File: src/design/adc_host_pkg.sv
package adc_host_pkg;

	// Register byte offsets on the AHB-Lite slave
	localparam logic [7:0] CTRL_OFS   = 8'h00;
	localparam logic [7:0] DIV_OFS    = 8'h04;
	localparam logic [7:0] PERIOD_OFS = 8'h08;
	localparam logic [7:0] STATUS_OFS = 8'h0c;
	localparam logic [7:0] DATA_OFS   = 8'h10;
	localparam logic [7:0] LAST_OFS   = 8'h14;
	localparam logic [7:0] FRAMES_OFS = 8'h18;

	// Control fields
	localparam int CTRL_RUN_BIT    = 0;
	localparam int CTRL_BURST_BIT  = 1;
	localparam int CTRL_SINGLE_BIT = 2;

	// Status fields
	localparam int STAT_BUSY_BIT    = 0;
	localparam int STAT_EMPTY_BIT   = 1;
	localparam int STAT_FULL_BIT    = 2;
	localparam int STAT_OVERRUN_BIT = 3;
	localparam int STAT_PEND_BIT    = 4;
	localparam int STAT_LEVEL_LSB   = 8;

	// Data register fields
	localparam int DATA_VALID_BIT = 31;
	localparam int RESULT_BITS    = 12;

	// Frame lengths in serial clock periods
	localparam logic [4:0] NORMAL_LEN = 5'h10;
	localparam logic [4:0] BURST_LEN  = 5'h08;
	localparam int         WORD_BITS  = 16;

	// Timing: half period of the serial clock in system clocks
	localparam logic [15:0] HALF_DIV_MIN = 16'h0004;
	localparam logic [15:0] HALF_DIV_RST = 16'h0004;
	// Frame spacing in serial clock periods
	localparam logic [15:0] PERIOD_MIN = 16'h0011;
	localparam logic [15:0] PERIOD_RST = 16'h0014;

	// FIFO shape
	localparam int FIFO_DEPTH = 4;

	typedef enum logic {
		ST_IDLE,
		ST_FRAME
	} frame_state_t;

	// Pins driven toward the converter
	typedef struct packed {
		logic sclk;
		logic cs_n;
	} link_out_t;

	// Received word with its kind
	typedef struct packed {
		logic        burst;
		logic [15:0] word;
	} rx_word_t;

endpackage

File: src/design/bit_sync.sv
module bit_sync #(
	parameter int WIDTH = 1
) (
	input  wire logic             clock,
	input  wire logic             rstn,
	input  wire logic [WIDTH-1:0] async_in,
	output      logic [WIDTH-1:0] sync_out
);

	typedef struct packed {
		logic [WIDTH-1:0] first;
		logic [WIDTH-1:0] second;
	} sync_state_t;

	sync_state_t s_q;
	sync_state_t s_d;

	// Two stages; only the second stage is looked at outside
	always_comb begin
		s_d = s_q;
		s_d.first = async_in;
		s_d.second = s_q.first;
	end

	always_ff @(posedge clock) begin
		if (!rstn) begin
			s_q <= '0;
		end else begin
			s_q <= s_d;
		end
	end

	assign sync_out = s_q.second;

endmodule

File: src/design/sample_fifo.sv
module sample_fifo #(
	parameter int WIDTH = 16,
	parameter int DEPTH = 4
) (
	input  wire logic             clock,
	input  wire logic             rstn,
	input  wire logic             in_valid,
	output      logic             in_ready,
	input  wire logic [WIDTH-1:0] in_data,
	output      logic             out_valid,
	input  wire logic             out_ready,
	output      logic [WIDTH-1:0] out_data,
	output      logic [7:0]       level
);

	localparam int AW = (DEPTH > 1) ? $clog2(DEPTH) : 1;
	localparam logic [AW:0]   DEPTH_C = (AW + 1)'(DEPTH);
	localparam logic [AW-1:0] LAST_C  = AW'(DEPTH - 1);

	typedef struct packed {
		logic [DEPTH-1:0][WIDTH-1:0] mem;
		logic [AW-1:0]               wp;
		logic [AW-1:0]               rp;
		logic [AW:0]                 count;
	} fifo_state_t;

	fifo_state_t s_q;
	fifo_state_t s_d;
	logic        push;
	logic        pop;

	// Honest full and empty from the occupancy count
	assign in_ready  = (s_q.count != DEPTH_C);
	assign out_valid = (s_q.count != '0);
	assign out_data  = s_q.mem[s_q.rp];
	assign level     = 8'(s_q.count);
	assign push      = in_valid && in_ready;
	assign pop       = out_valid && out_ready;

	// Pointer and count update; wrap works for any depth
	always_comb begin
		s_d = s_q;
		if (push) begin
			s_d.mem[s_q.wp] = in_data;
			s_d.wp = (s_q.wp == LAST_C) ? '0 : s_q.wp + 1'b1;
		end
		if (pop) begin
			s_d.rp = (s_q.rp == LAST_C) ? '0 : s_q.rp + 1'b1;
		end
		if (push && !pop) begin
			s_d.count = s_q.count + 1'b1;
		end else if (pop && !push) begin
			s_d.count = s_q.count - 1'b1;
		end
	end

	always_ff @(posedge clock) begin
		if (!rstn) begin
			s_q <= '0;
		end else begin
			s_q <= s_d;
		end
	end

endmodule

File: src/design/adc_serial_host_framer.sv
// Functional notes
// - Select driven low for each whole word
// - Normal frame is sixteen serial clock periods
// - Power-down burst is eight serial clock periods
// - Host generates the serial clock itself
// - Fresh select assertion for every word
// - Frames start at equal time spacing
// - Clock idles high, data sampled falling edge
// - Frame spacing is whole serial clock periods
// - One select signal also frames reception
// - Word right-justified, result in low bits
// - Burst raises select between edges two and ten
//
// The placing of the registers and the AHB-Lite register port were left to the implementer.
module adc_serial_host_framer (
	input  wire logic                   clock,
	input  wire logic                   rstn,
	// AHB-Lite slave
	input  wire logic                   hsel,
	input  wire logic [31:0]            haddr,
	input  wire logic [1:0]             htrans,
	input  wire logic                   hwrite,
	input  wire logic [2:0]             hsize,
	input  wire logic [31:0]            hwdata,
	input  wire logic                   hready,
	output      logic                   hreadyout,
	output      logic                   hresp,
	output      logic [31:0]            hrdata,
	// Converter link
	output      adc_host_pkg::link_out_t link_out,
	input  wire logic                   serial_result_out
);

	typedef struct packed {
		adc_host_pkg::frame_state_t st;
		logic [15:0]                half_cnt;
		logic                       phase;
		logic [15:0]                slot_cnt;
		logic [4:0]                 bit_cnt;
		logic                       burst;
		logic [15:0]                shift;
		adc_host_pkg::link_out_t    link;
		logic                       run;
		logic                       burst_req;
		logic                       single_req;
		logic [15:0]                div;
		logic [15:0]                period;
		logic                       overrun;
		logic                       wr_pend;
		logic [7:0]                 wr_addr;
		logic [31:0]                rdata;
		logic                       push;
		logic [15:0]                push_word;
		logic [15:0]                last_word;
		logic [31:0]                frames;
	} host_state_t;

	localparam host_state_t RST = '{
		st:         adc_host_pkg::ST_IDLE,
		half_cnt:   16'h0000,
		phase:      1'b1,
		slot_cnt:   16'h0000,
		bit_cnt:    5'h00,
		burst:      1'b0,
		shift:      16'h0000,
		link:       '{sclk: 1'b1, cs_n: 1'b1},
		run:        1'b0,
		burst_req:  1'b0,
		single_req: 1'b0,
		div:        adc_host_pkg::HALF_DIV_RST,
		period:     adc_host_pkg::PERIOD_RST,
		overrun:    1'b0,
		wr_pend:    1'b0,
		wr_addr:    8'h00,
		rdata:      32'h0000_0000,
		push:       1'b0,
		push_word:  16'h0000,
		last_word:  16'h0000,
		frames:     32'h0000_0000
	};

	host_state_t s_q;
	host_state_t s_d;

	logic        data_sync;
	logic        fifo_in_ready;
	logic        fifo_out_valid;
	logic        fifo_pop;
	logic [15:0] fifo_out_data;
	logic [7:0]  fifo_level;
	logic        addr_phase;
	logic        tick;
	logic        rise;
	logic        fall;
	logic        slot;

	// Word-aligned register hit on the low address bits
	function automatic logic reg_hit(input logic [31:0] a,
	                                 input logic [7:0]  ofs);
		reg_hit = (a[31:8] == 24'h00_0000) && (a[7:2] == ofs[7:2]);
	endfunction

	// Result right-justified in its word
	function automatic logic [31:0] result_word(input logic [15:0] w);
		result_word = {20'h0_0000, w[adc_host_pkg::RESULT_BITS-1:0]};
	endfunction

	// The returned data line is a pin: two flops before use
	bit_sync #(
		.WIDTH(1)
	) u_data_sync (
		.clock   (clock),
		.rstn    (rstn),
		.async_in(serial_result_out),
		.sync_out(data_sync)
	);

	// Received words wait here until software reads them
	sample_fifo #(
		.WIDTH(16),
		.DEPTH(adc_host_pkg::FIFO_DEPTH)
	) u_fifo (
		.clock    (clock),
		.rstn     (rstn),
		.in_valid (s_q.push),
		.in_ready (fifo_in_ready),
		.in_data  (s_q.push_word),
		.out_valid(fifo_out_valid),
		.out_ready(fifo_pop),
		.out_data (fifo_out_data),
		.level    (fifo_level)
	);

	// Bus decode; a read of the data word pops the FIFO
	assign addr_phase = hsel && htrans[1] && hready;
	assign fifo_pop   = addr_phase && !hwrite
	                    && reg_hit(haddr, adc_host_pkg::DATA_OFS);

	// Serial clock grid: one tick per half period
	assign tick = (s_q.half_cnt >= s_q.div - 16'h0001);
	assign rise = tick && !s_q.phase;
	assign fall = tick && s_q.phase;
	assign slot = rise && (s_q.slot_cnt == 16'h0000);

	always_comb begin
		s_d = s_q;
		s_d.push = 1'b0;

		// Writes get one wait state so a following read sees them
		s_d.wr_pend = addr_phase && hwrite;
		if (addr_phase && hwrite) begin
			s_d.wr_addr = haddr[7:0];
		end

		// Read data is latched in the address phase
		if (addr_phase && !hwrite) begin
			s_d.rdata = 32'h0000_0000;
			if (reg_hit(haddr, adc_host_pkg::CTRL_OFS)) begin
				s_d.rdata[adc_host_pkg::CTRL_RUN_BIT] = s_q.run;
			end else if (reg_hit(haddr, adc_host_pkg::DIV_OFS)) begin
				s_d.rdata = {16'h0000, s_q.div};
			end else if (reg_hit(haddr, adc_host_pkg::PERIOD_OFS)) begin
				s_d.rdata = {16'h0000, s_q.period};
			end else if (reg_hit(haddr, adc_host_pkg::STATUS_OFS)) begin
				s_d.rdata[adc_host_pkg::STAT_BUSY_BIT] =
					(s_q.st == adc_host_pkg::ST_FRAME);
				s_d.rdata[adc_host_pkg::STAT_EMPTY_BIT] = !fifo_out_valid;
				s_d.rdata[adc_host_pkg::STAT_FULL_BIT] = !fifo_in_ready;
				s_d.rdata[adc_host_pkg::STAT_OVERRUN_BIT] = s_q.overrun;
				s_d.rdata[adc_host_pkg::STAT_PEND_BIT] =
					s_q.burst_req || s_q.single_req;
				s_d.rdata[adc_host_pkg::STAT_LEVEL_LSB +: 8] = fifo_level;
			end else if (reg_hit(haddr, adc_host_pkg::DATA_OFS)) begin
				// Empty FIFO reads as zero, never a stale word
				if (fifo_out_valid) begin
					s_d.rdata = result_word(fifo_out_data);
				end
				s_d.rdata[adc_host_pkg::DATA_VALID_BIT] = fifo_out_valid;
			end else if (reg_hit(haddr, adc_host_pkg::LAST_OFS)) begin
				s_d.rdata = result_word(s_q.last_word);
			end else if (reg_hit(haddr, adc_host_pkg::FRAMES_OFS)) begin
				s_d.rdata = s_q.frames;
			end
		end

		// Register writes in the data phase
		if (s_q.wr_pend) begin
			case (s_q.wr_addr[7:2])
				adc_host_pkg::CTRL_OFS[7:2]: begin
					s_d.run = hwdata[adc_host_pkg::CTRL_RUN_BIT];
					if (hwdata[adc_host_pkg::CTRL_BURST_BIT]) begin
						s_d.burst_req = 1'b1;
					end
					if (hwdata[adc_host_pkg::CTRL_SINGLE_BIT]) begin
						s_d.single_req = 1'b1;
					end
				end
				adc_host_pkg::DIV_OFS[7:2]: begin
					s_d.div = (hwdata[15:0] < adc_host_pkg::HALF_DIV_MIN)
					          ? adc_host_pkg::HALF_DIV_MIN : hwdata[15:0];
				end
				adc_host_pkg::PERIOD_OFS[7:2]: begin
					// Spacing never shorter than frame plus one period
					s_d.period = (hwdata[15:0] < adc_host_pkg::PERIOD_MIN)
					             ? adc_host_pkg::PERIOD_MIN
					             : hwdata[15:0];
				end
				adc_host_pkg::STATUS_OFS[7:2]: begin
					if (hwdata[adc_host_pkg::STAT_OVERRUN_BIT]) begin
						s_d.overrun = 1'b0;
					end
				end
				default: begin
				end
			endcase
		end

		// Internal clock divider, always running
		if (tick) begin
			s_d.half_cnt = 16'h0000;
			s_d.phase = !s_q.phase;
		end else begin
			s_d.half_cnt = s_q.half_cnt + 16'h0001;
		end

		// Slot grid counted in whole serial clock periods
		if (rise) begin
			s_d.slot_cnt = (s_q.slot_cnt == 16'h0000)
			               ? s_q.period - 16'h0001
			               : s_q.slot_cnt - 16'h0001;
			if (s_d.slot_cnt >= s_q.period) begin
				s_d.slot_cnt = s_q.period - 16'h0001;
			end
		end

		case (s_q.st)
			adc_host_pkg::ST_IDLE: begin
				// Clock idles high between frames
				s_d.link.sclk = 1'b1;
				s_d.link.cs_n = 1'b1;
				if (slot) begin
					if (s_q.burst_req) begin
						s_d.burst_req = 1'b0;
						s_d.burst = 1'b1;
						s_d.st = adc_host_pkg::ST_FRAME;
						s_d.link.cs_n = 1'b0;
						s_d.bit_cnt = 5'h00;
					end else if (s_q.run || s_q.single_req) begin
						if (fifo_in_ready) begin
							s_d.single_req = 1'b0;
							s_d.burst = 1'b0;
							s_d.st = adc_host_pkg::ST_FRAME;
							s_d.link.cs_n = 1'b0;
							s_d.bit_cnt = 5'h00;
						end else begin
							// Slot lost: FIFO full keeps the grid intact
							s_d.overrun = 1'b1;
						end
					end
				end
			end
			adc_host_pkg::ST_FRAME: begin
				if (fall) begin
					// First zero already on the line at select fall
					s_d.link.sclk = 1'b0;
					s_d.shift = {s_q.shift[14:0], data_sync};
					s_d.bit_cnt = s_q.bit_cnt + 5'h01;
				end
				if (rise) begin
					s_d.link.sclk = 1'b1;
					if (s_q.burst && s_q.bit_cnt == adc_host_pkg::BURST_LEN) begin
						// Early rise after eighth edge powers down
						s_d.link.cs_n = 1'b1;
						s_d.st = adc_host_pkg::ST_IDLE;
					end else if (!s_q.burst
					             && s_q.bit_cnt == adc_host_pkg::NORMAL_LEN) begin
						s_d.link.cs_n = 1'b1;
						s_d.st = adc_host_pkg::ST_IDLE;
						s_d.push = 1'b1;
						s_d.push_word = s_q.shift;
						s_d.last_word = s_q.shift;
						s_d.frames = s_q.frames + 32'h0000_0001;
					end
				end
			end
			default: begin
				s_d.st = adc_host_pkg::ST_IDLE;
			end
		endcase
	end

	always_ff @(posedge clock) begin
		if (!rstn) begin
			s_q <= RST;
		end else begin
			s_q <= s_d;
		end
	end

	// Bus answers: writes wait one cycle, reads none
	assign hreadyout = !s_q.wr_pend;
	assign hresp     = 1'b0;
	assign hrdata    = s_q.rdata;
	assign link_out  = s_q.link;

endmodule

File: config.mk
export PLATFORM = sky130hd
export DESIGN_NAME = adc_serial_host_framer
export DESIGN_NICKNAME = d
export VERILOG_FILES = /design/src/design/adc_host_pkg.sv /design/src/design/bit_sync.sv /design/src/design/sample_fifo.sv /design/src/design/adc_serial_host_framer.sv
export SDC_FILE = /design/constraint.sdc
export NUM_CORES = 1
export LEC_CHECK = 0
export BUFFER_PORTS_ARGS = -buffer_cell sky130_fd_sc_hd__buf_4
export CORE_AREA = 3 3 155 157
export DETAILED_ROUTE_END_ITERATION = 10
export DIE_AREA = 0 0 158 160
export PLACE_DENSITY = 0.75
export SLEW_MARGIN = 20
export SYNTH_ARGS = -nofsm -noshare
export SYNTH_HDL_FRONTEND = slang
export SYNTH_SLANG_ARGS = --single-unit
File: constraint.sdc
create_clock -name clock -period 4 [get_ports clock]
set_clock_uncertainty 0.1 [all_clocks]
set_input_delay 0.4 -clock clock [delete_from_list [all_inputs] [get_ports clock]]
set_output_delay 0.4 -clock clock [all_outputs]
set_load 0.03 [all_outputs]
# Word level (Yosys, flattened, before mapping)
# Index checks and enable logic that the tools add are counted.
# totals
output_inout_bits	36
reg_bits	257
in_bits	75
wordCells	190
# classes
muxes	68
order_cmp	7
addsub	10
n_bitwise	4
eq_ne	21
reduce_logical	50
# ops
operator	count
2-to-1 mux 32 bit	5
2-to-1 mux 16 bit	8
2-to-1 mux 65 bit	1
bitwise mux 64 bit	1
subtractor 16 x 1 -> 16 bit (second input constant)	3
2-to-1 mux 35 bit	1
adder 32 x 1 -> 32 bit (second input constant)	1
binary-select mux 16 bit (select 2 bit)	1
demux 16 bit (select 2 bit)	1
greater-or-equal comparator 16 bit	2
2-to-1 mux 31 bit	1
2-to-1 mux 1 bit	28
== test 6 x 2 -> 1 bit (second input constant)	4
zero test 24 bit	1
2-to-1 mux 12 bit	2
2-to-1 mux 6 bit	4
logical AND 1 bit	22
== test 6 x 3 -> 1 bit (second input constant)	3
adder 16 x 1 -> 16 bit (second input constant)	1
zero test 16 bit	1
less-than comparator 16 x 3 -> 1 bit (second input constant)	1
less-than comparator 16 x 5 -> 1 bit (second input constant)	1
== test 6 x 1 -> 1 bit (second input constant)	2
zero test 6 bit	2
29 further kinds	63

# Longest topological paths before layout
# Gate-level depths: netlist of the first run.
# depth
ltp_word	9
ltp_mapped	16
depth_no_buf	14

# Modules after synthesis
# A second synthesis of the first run with hierarchy kept.
# hier_totals
hier_cells	1565
area_unflattened_um2	13384.1
# by_module_without_submodules
module	seq_area_each_um2	cells_per_inst	instances	area_each_um2
adc_serial_host_framer	3643.5	1258	1	10090.9
sample_fifo	1421.4	303	1	3240.6
bit_sync	40.0	4	1	52.6

# Worst setup path before layout of the first run
# No wires, ideal clock.
# synth_timing
path_type	register to register
start	register s_q[129] (netlist bit)
end	register s_q[26] (netlist bit)
path_slack_ps	197
synth_period_minus_slack_ps	3803
t_arrival_ps	3632
path_stages_with_launch	15
t_required_ps	3830
setup_time_ps	70
path_buffers	2
cell_sequence	dfxtp_1 clkbuf_1 or4_1 nor2_1 nand3_1 nor4_1 xnor2_1 ha_1 nand4_1 or4_1 a211o_1 buf_6 a311o_1 or3_1 a21oi_1
# synth_between
elab_chain_cells	4
# synth_lines
element	line_no	rtl
from (decl)	adc_serial_host_framer.sv:82	host_state_t s_q;
from (signal assigned)	adc_serial_host_framer.sv:294	s_q <= RST;
from (signal assigned)	adc_serial_host_framer.sv:296	s_q <= s_d;
subtractor 16 x 1 -> 16 bit	adc_serial_host_framer.sv:140	assign tick = (s_q.half_cnt >= s_q.div - 16'h0001);
greater-or-equal comparator 16 bit	adc_serial_host_framer.sv:140	
logical AND 1 bit	adc_serial_host_framer.sv:141	assign rise = tick && !s_q.phase;
AND reduction 4 bit (no source line)	--	
# Every way passes these cells.
# A chain may end at the register's enable or synchronous reset.

# Worst setup path after layout of the first run
# layout_timing
start	register s_q[129] (netlist bit)
end	register s_q[23] (netlist bit)
# Same word-level chain as after synthesis.

==> impl_metrics.py, run 1 <==
metrics = {
    "final_layout": {
        "syn2layout_area_growth_pct": 16.3,
        "final_cell_mix": "230 x dfxtp_1, 222 x nand2_1, 143 x a21oi_1",
        "drive_gt1_share_pct": 16.8,
        "utilization_pct": 62.8,
        "layout_commonest_cell": "dfxtp_1",
        "diodes": 0,
        "fin_nets": 1678,
        "fill_cells": 1940,
    },
    "clocking": {
        "cts_root_buf": "clkbuf_16",
        "cts_buffer_depth": 3,
        "htreeDepth": 1,
        "clkSinkCount": 231,
        "numCtsBuffers": 25,
        "clkTransAtPathRegs_ns": 0.06,
        "clk_latency_ns": 0.54,
        "cts_tree": "done",
    },
    "logic_synthesis": {
        "syn_area_mm2": 0.0122,
        "synth_largest_area_cell": "dfxtp_1",
        "ys_ff_latch": 231,
        "yosysSeqAreaShare_pct": 37.8,
        "synth.net_count": 1635,
        "synthCells": 1513,
        "ys_async_sr_fraction_pct": 0,
        "synth_top_flop_cell": "dfxtp_1",
        "synth_edf_count": 0,
        "yosys_warnings": 0,
        "netlist_top_cells_area": "dfxtp_1 38%, nand2_1 6.8%, a21oi_1 6.1%, nand3_1 4.7%, ha_1 4.7%",
        "synth_top_area_share_pct": 37.8,
        "syn_avg_cell_area_um2": 8.08,
        "ys_types": 69,
    },
    "critical_path": {
        "critPathKind": "register to register",
        "crit_top_cell": "or4_4",
        "cp_max_fo": 8,
        "cpPeakStageDelay_ns": 0.55,
        "arrival_ns": 4.40,
        "r2r-end": "s_q[23]",
        "ff2ff_setup_slack_ns": -0.04,
        "cp-end-kind": "register",
        "worstPathCellList": "or4_4, nor2_4, nand3_4, nor4_4, xnor2_1, ha_1, nand4_1, or4_4, a211o_4, buf_8, a311o_2, or3_1, a21oi_1",
        "worst-r2r-cell-count": 13,
        "required_ns": 4.36,
        "slowest_stage": "or4_4",
        "cp-start-kind": "register",
        "r2r-start": "s_q[129]",
    },
    "floorplanning": {
        "die_y_um": 160,
        "design.portCount": 111,
        "die_area_mm2": 0.0253,
        "die_w_um": 158,
        "num_rows": 55,
        "core_mm2": 0.0226,
        "start_util_pct": 54.0,
    },
    "sta": {
        "rsz0062_at_grt": "true",
        "finalHoldViolations": 0,
        "setup_violations": 8,
        "fmax_ghz": 0.247,
        "slew_violations": 0,
        "slew_headroom_pct": 32.1,
        "holdWs_ns": 0.0245,
        "layout_setup_ws_ns": -0.0441,
        "min_period_ns": 4.04,
        "totalNegativeSetupSlack_ns": -0.157,
        "final.period_utilization_pct": 101,
        "worst_pin_slew_ns": 1.02,
    },
    "global_routing": {
        "grt_usage_pct": 25.6,
        "antenna_found_initial": 0,
        "grt_pass1_wl_um": 53300,
        "grt_max_degree": 81,
        "grt_pass1_vias": 10500,
        "grt-ovfl-total": 0,
    },
    "worst_hold_path": {
        "min_path_type": "primary input to register",
        "hold_path_startpoint": "haddr[7]",
        "holdPathEnd": "s_q[104]",
        "holdPathStages": 3,
    },
    "placed_design": {
        "hpwl_um": 23400,
        "portBuffers": 87,
        "pre_cts_ws_ns": 0.0127,
        "gp_congestion": 0.876,
    },
    "run_status": {
        "violations": "setup timing",
        "status": "finished with violations",
    },
    "detailed_routing": {
        "avgViaCountPerCell": 6.07,
        "drt_wl_total_um": 33800,
        "route.detailed.drc": 0,
        "firstDrtPassIters": 6,
        "wl_per_cell_um": 18.2,
        "drtAntennaViolNets": 0,
        "drtIter0Drc": 1065,
        "vias": 11300,
    },
    "power_and_ir_drop": {
        "powerDensity_mw_per_mm2": 521,
        "total_power_mw": 7.41,
        "max-vdd-ir-drop_mv": 0.715,
        "p_leak_nw": 5.12,
    },
    "job": {
        "cap_violations": 0,
    },
}
cell families (layout without fill, tap and decap cells):
kind of cell,after synthesis,after routing,share of synthesized area [%]
simple gates,603,603,23.4
compound gates,342,342,17.2
flops,231,231,37.8
buf+inv,174,236,6.58
xor+xnor,59,59,4.23
mux,56,56,5.83
fa+ha+maj,47,47,4.87
other cells,1,1,0.0307
layer usage:
metal,up-vias,track usage (%),wire [µm]
met5,-,0,0
met4,0,8.41,1130
met3,76,2.71,2220
met2,452,42.2,16300
met1,5327,35.1,14200
li1,5435,-,-
report_power, final:
group | internal [mW] | switching [mW]
combinational | 1.10 | 1.53
clock | 1.39 | 0.971
sequential | 2.34 | 0.0689
synthesized netlist by cell type (all sizes together) (3+ instances only):
| cell | count |
|---|---|
| and2 | 6 |
| or4 | 10 |
| a31o | 5 |
| nand4 | 25 |
| nand3 | 116 |
| inv | 54 |
| a32oi | 5 |
| or2 | 15 |
| xor2 | 19 |
| a22oi | 23 |
| nor2b | 6 |
| a222oi | 4 |
| mux4 | 12 |
| a31oi | 22 |
| a211oi | 10 |
| a311oi | 8 |
| o31ai | 10 |
| a311o | 3 |
| o21a | 8 |
| nor3b | 6 |
| nor4 | 22 |
| o211ai | 3 |
| nor2 | 91 |
| mux2i | 42 |
| clkbuf | 66 |
| dfxtp | 231 |
| o21ai | 71 |
| xnor2 | 40 |
| a21oi | 148 |
| buf | 54 |
| nand2 | 223 |
| and3 | 18 |
| nor3 | 28 |
| nand2b | 17 |
| ha | 46 |
| or3 | 14 |
area by class of cell:
type / instances / area, µm² / area share (%)
multi-input combinational: 1108 / 7050 / 49.6
clock inverter: 13 / 134 / 0.942
timing repair buffer: 136 / 1130 / 7.96
clock buffer: 33 / 716 / 5.03
inverter: 54 / 205 / 1.44
sequential: 231 / 4630 / 32.5
tap: 285 / 357 / 2.51
how the worst max path moves through the flow:
stage	startpoint	to	slack, ns	cells past startpoint
floorplan	s_q[129]	s_q[26]	0.20	14
global placement	s_q[129]	s_q[25]	0.09	13
detailed placement	s_q[129]	s_q[23]	0.01	13
CTS	s_q[129]	s_q[23]	0.02	13
global route	s_q[129]	s_q[23]	-0.15	13
finish	s_q[129]	s_q[23]	-0.04	13
through the flow:
stage,std cells,area [µm²]
detailed placement,1804,13000
CTS,1851,13900
global route,1860,14200
floorplan,1513,12200
global placement,1804,13000
finish,1860,14200
what timing repair did:
item	CTS	global route
hold endpoints to repair	1	0
setup endpoints to repair	1	28
gates resized for setup	8	57
cloned	0	4
hold buffers	1	0
buffers inserted	0	5
pin swaps	1	15
sequential cells by signal (all words and copies together) (netlist names):
signal and flops:
u_fifo.level 3, hrdata 32, u_data_sync.sync_out 1, u_data_sync.s_d 1
u_fifo.s_q 52, link_out 2, s_q 140
worst max-delay path: cells and delay by family, from the launching register on:
kind | cells | cell delay, ns
and+or+nand+nor | 7 | 2.09
AOI/OAI and AO/OA | 3 | 0.90
DFF | 1 | 0.32
adders and majority gates | 1 | 0.32
buffers and inverters | 1 | 0.15
xor gates and xnor gates | 1 | 0.10
No activity file was read; power rests on OpenSTA's default activity.
==> inputs of run 2 (changes only) <==
MAX_ROUTING_LAYER = met4   (was default)
SETUP_SLACK_MARGIN = 0.02   (was default)
==> impl_metrics.py, run 2 (same netlist as run 1, synthesis figures left out) <==
metrics = {
    "placed_design": {
        "place_area_mm2": 0.0130,
        "dp.cells": 1804,
        "gp_congestion": 0.891,
        "pre_cts_ws_ns": 0.0127,
        "hpwl_um": 23400,
        "portBuffers": 87,
    },
    "job": {
        "cap_violations": 0,
    },
    "run_status": {
        "status": "finished with violations",
        "violations": "setup timing",
    },
    "global_routing": {
        "grt_usage_pct": 26.3,
        "use_met3_pct": 2.63,
        "grt_pass1_wl_um": 53200,
        "grt_max_degree": 81,
        "antenna_found_initial": 0,
        "met1_usage_pct": 35.1,
        "grt-ovfl-total": 0,
        "grt-busiest-layer": "met2",
        "grt_use_met2_pct": 42.1,
        "grt_pass1_vias": 10500,
    },
    "critical_path": {
        "arrival_ns": 4.43,
        "worst-r2r-cell-count": 13,
        "critPathKind": "register to register",
        "required_ns": 4.36,
        "r2r-end": "s_q[23]",
        "cp_max_fo": 8,
        "cp-start-kind": "register",
        "ff2ff_setup_slack_ns": -0.07,
        "r2r-start": "s_q[129]",
        "cp-end-kind": "register",
    },
    "sta": {
        "layout_setup_ws_ns": -0.0670,
        "slew_violations": 0,
        "setup_violations": 16,
        "worst_pin_slew_ns": 1.02,
        "min_period_ns": 4.07,
        "slew_headroom_pct": 31.4,
        "holdWs_ns": 0.0233,
        "finalHoldViolations": 0,
        "rsz0062_at_grt": "true",
        "fmax_ghz": 0.246,
        "final.period_utilization_pct": 102,
    },
    "final_layout": {
        "syn2layout_area_growth_pct": 17.1,
        "fin_area_mm2": 0.0143,
        "diodes": 0,
        "stdcell_count": 1863,
        "top_register": "s_q",
        "drive_gt1_share_pct": 17.2,
        "fin_nets": 1681,
        "largest_register_ffs": 140,
        "layout_commonest_cell": "dfxtp_1",
        "final_cell_mix": "230 x dfxtp_1, 222 x nand2_1, 143 x a21oi_1",
    },
    "floorplanning": {
        "design.portCount": 111,
        "core_mm2": 0.0226,
        "die_area_mm2": 0.0253,
        "die_w_um": 158,
        "num_rows": 55,
        "die_y_um": 160,
        "start_util_pct": 54.0,
    },
    "clocking": {
        "cts_buffer_depth": 3,
        "numCtsBuffers": 25,
        "cts_root_buf": "clkbuf_16",
        "clkTransAtPathRegs_ns": 0.06,
        "clkSinkCount": 231,
        "clk_latency_ns": 0.54,
        "htreeDepth": 1,
        "cts_tree": "done",
    },
    "power_and_ir_drop": {
        "max-vdd-ir-drop_mv": 0.718,
        "p_leak_nw": 5.15,
        "powerDensity_mw_per_mm2": 522,
        "total_power_mw": 7.47,
    },
    "detailed_routing": {
        "firstDrtPassIters": 6,
        "drtAntennaViolNets": 0,
        "avgViaCountPerCell": 6.10,
        "wl_per_cell_um": 18.4,
        "route.detailed.drc": 0,
        "drt_wl_total_um": 34300,
        "drtIter0Drc": 1048,
        "vias": 11400,
    },
    "worst_hold_path": {
        "hold_path_startpoint": "haddr[7]",
        "holdPathStages": 3,
        "min_path_type": "primary input to register",
        "holdPathEnd": "s_q[104]",
    },
}
## run 2: area by class of cell
type / instances / area [µm²]
inverter: 54 / 205
clock inverter: 13 / 134
sequential: 231 / 4630
tap: 285 / 357
multi-input combinational: 1108 / 7100
clock buffer: 33 / 716
timing repair buffer: 139 / 1180
fill: 1927 / 8330
## run 2: worst max path at each step
stage,startpoint,end,slack [ns],depth (start not counted)
after floorplan,s_q[129],s_q[26],0.20,14
after CTS,s_q[129],s_q[23],0.004,13
final,s_q[129],s_q[23],-0.07,13
after global routing,s_q[127],s_q[23],-0.17,13
after global placement,s_q[129],s_q[25],0.09,13
after detailed placement,s_q[129],s_q[23],0.01,13
## run 2: per-stage QoR
step / TNS, ns / util, %
4_1_cts: 0 / 61.4
3_5_place_dp: 0 / 57.4
5_1_grt: -4.76 / 63.2
2_1_floorplan: 0 / -
3_3_place_gp: 0 / 57.4
6_report: -0.406 / 63.2
## run 2: repair_timing
item / CTS / global route
pin swaps: 1 / 19
hold buffers: 1 / 0
resized for setup: 7 / 68
hold endpoints to repair: 1 / 0
cloned: 0 / 5
buffers inserted: 1 / 6
endpoints found under the setup margin: 3 / 54
## run 2: worst max-delay path, stage by stage, from the launching register on
cell and delay [ns]:
dfxtp_2 0.32, or4_4 0.55, nor2_4 0.16, nand3_4 0.10
nor4_4 0.30, xnor2_1 0.10, ha_1 0.32, nand4_1 0.14
or4_4 0.54, a211o_4 0.36, buf_8 0.15, a311o_2 0.37
or3_1 0.32, a21oi_1 0.16
## run 2: report_power, final
group	switching (mW)	leakage (nW)	internal (mW)
logic	1.58	2.85	1.11
clock network	0.974	0.431	1.39
registers	0.0681	1.86	2.34
## run 2: per-layer routing
metal	wire (µm)	part of all wire, %
met1	14700	43
met2	16300	47
met3	2260	6.6
met4	1140	3.3
met5	0	0
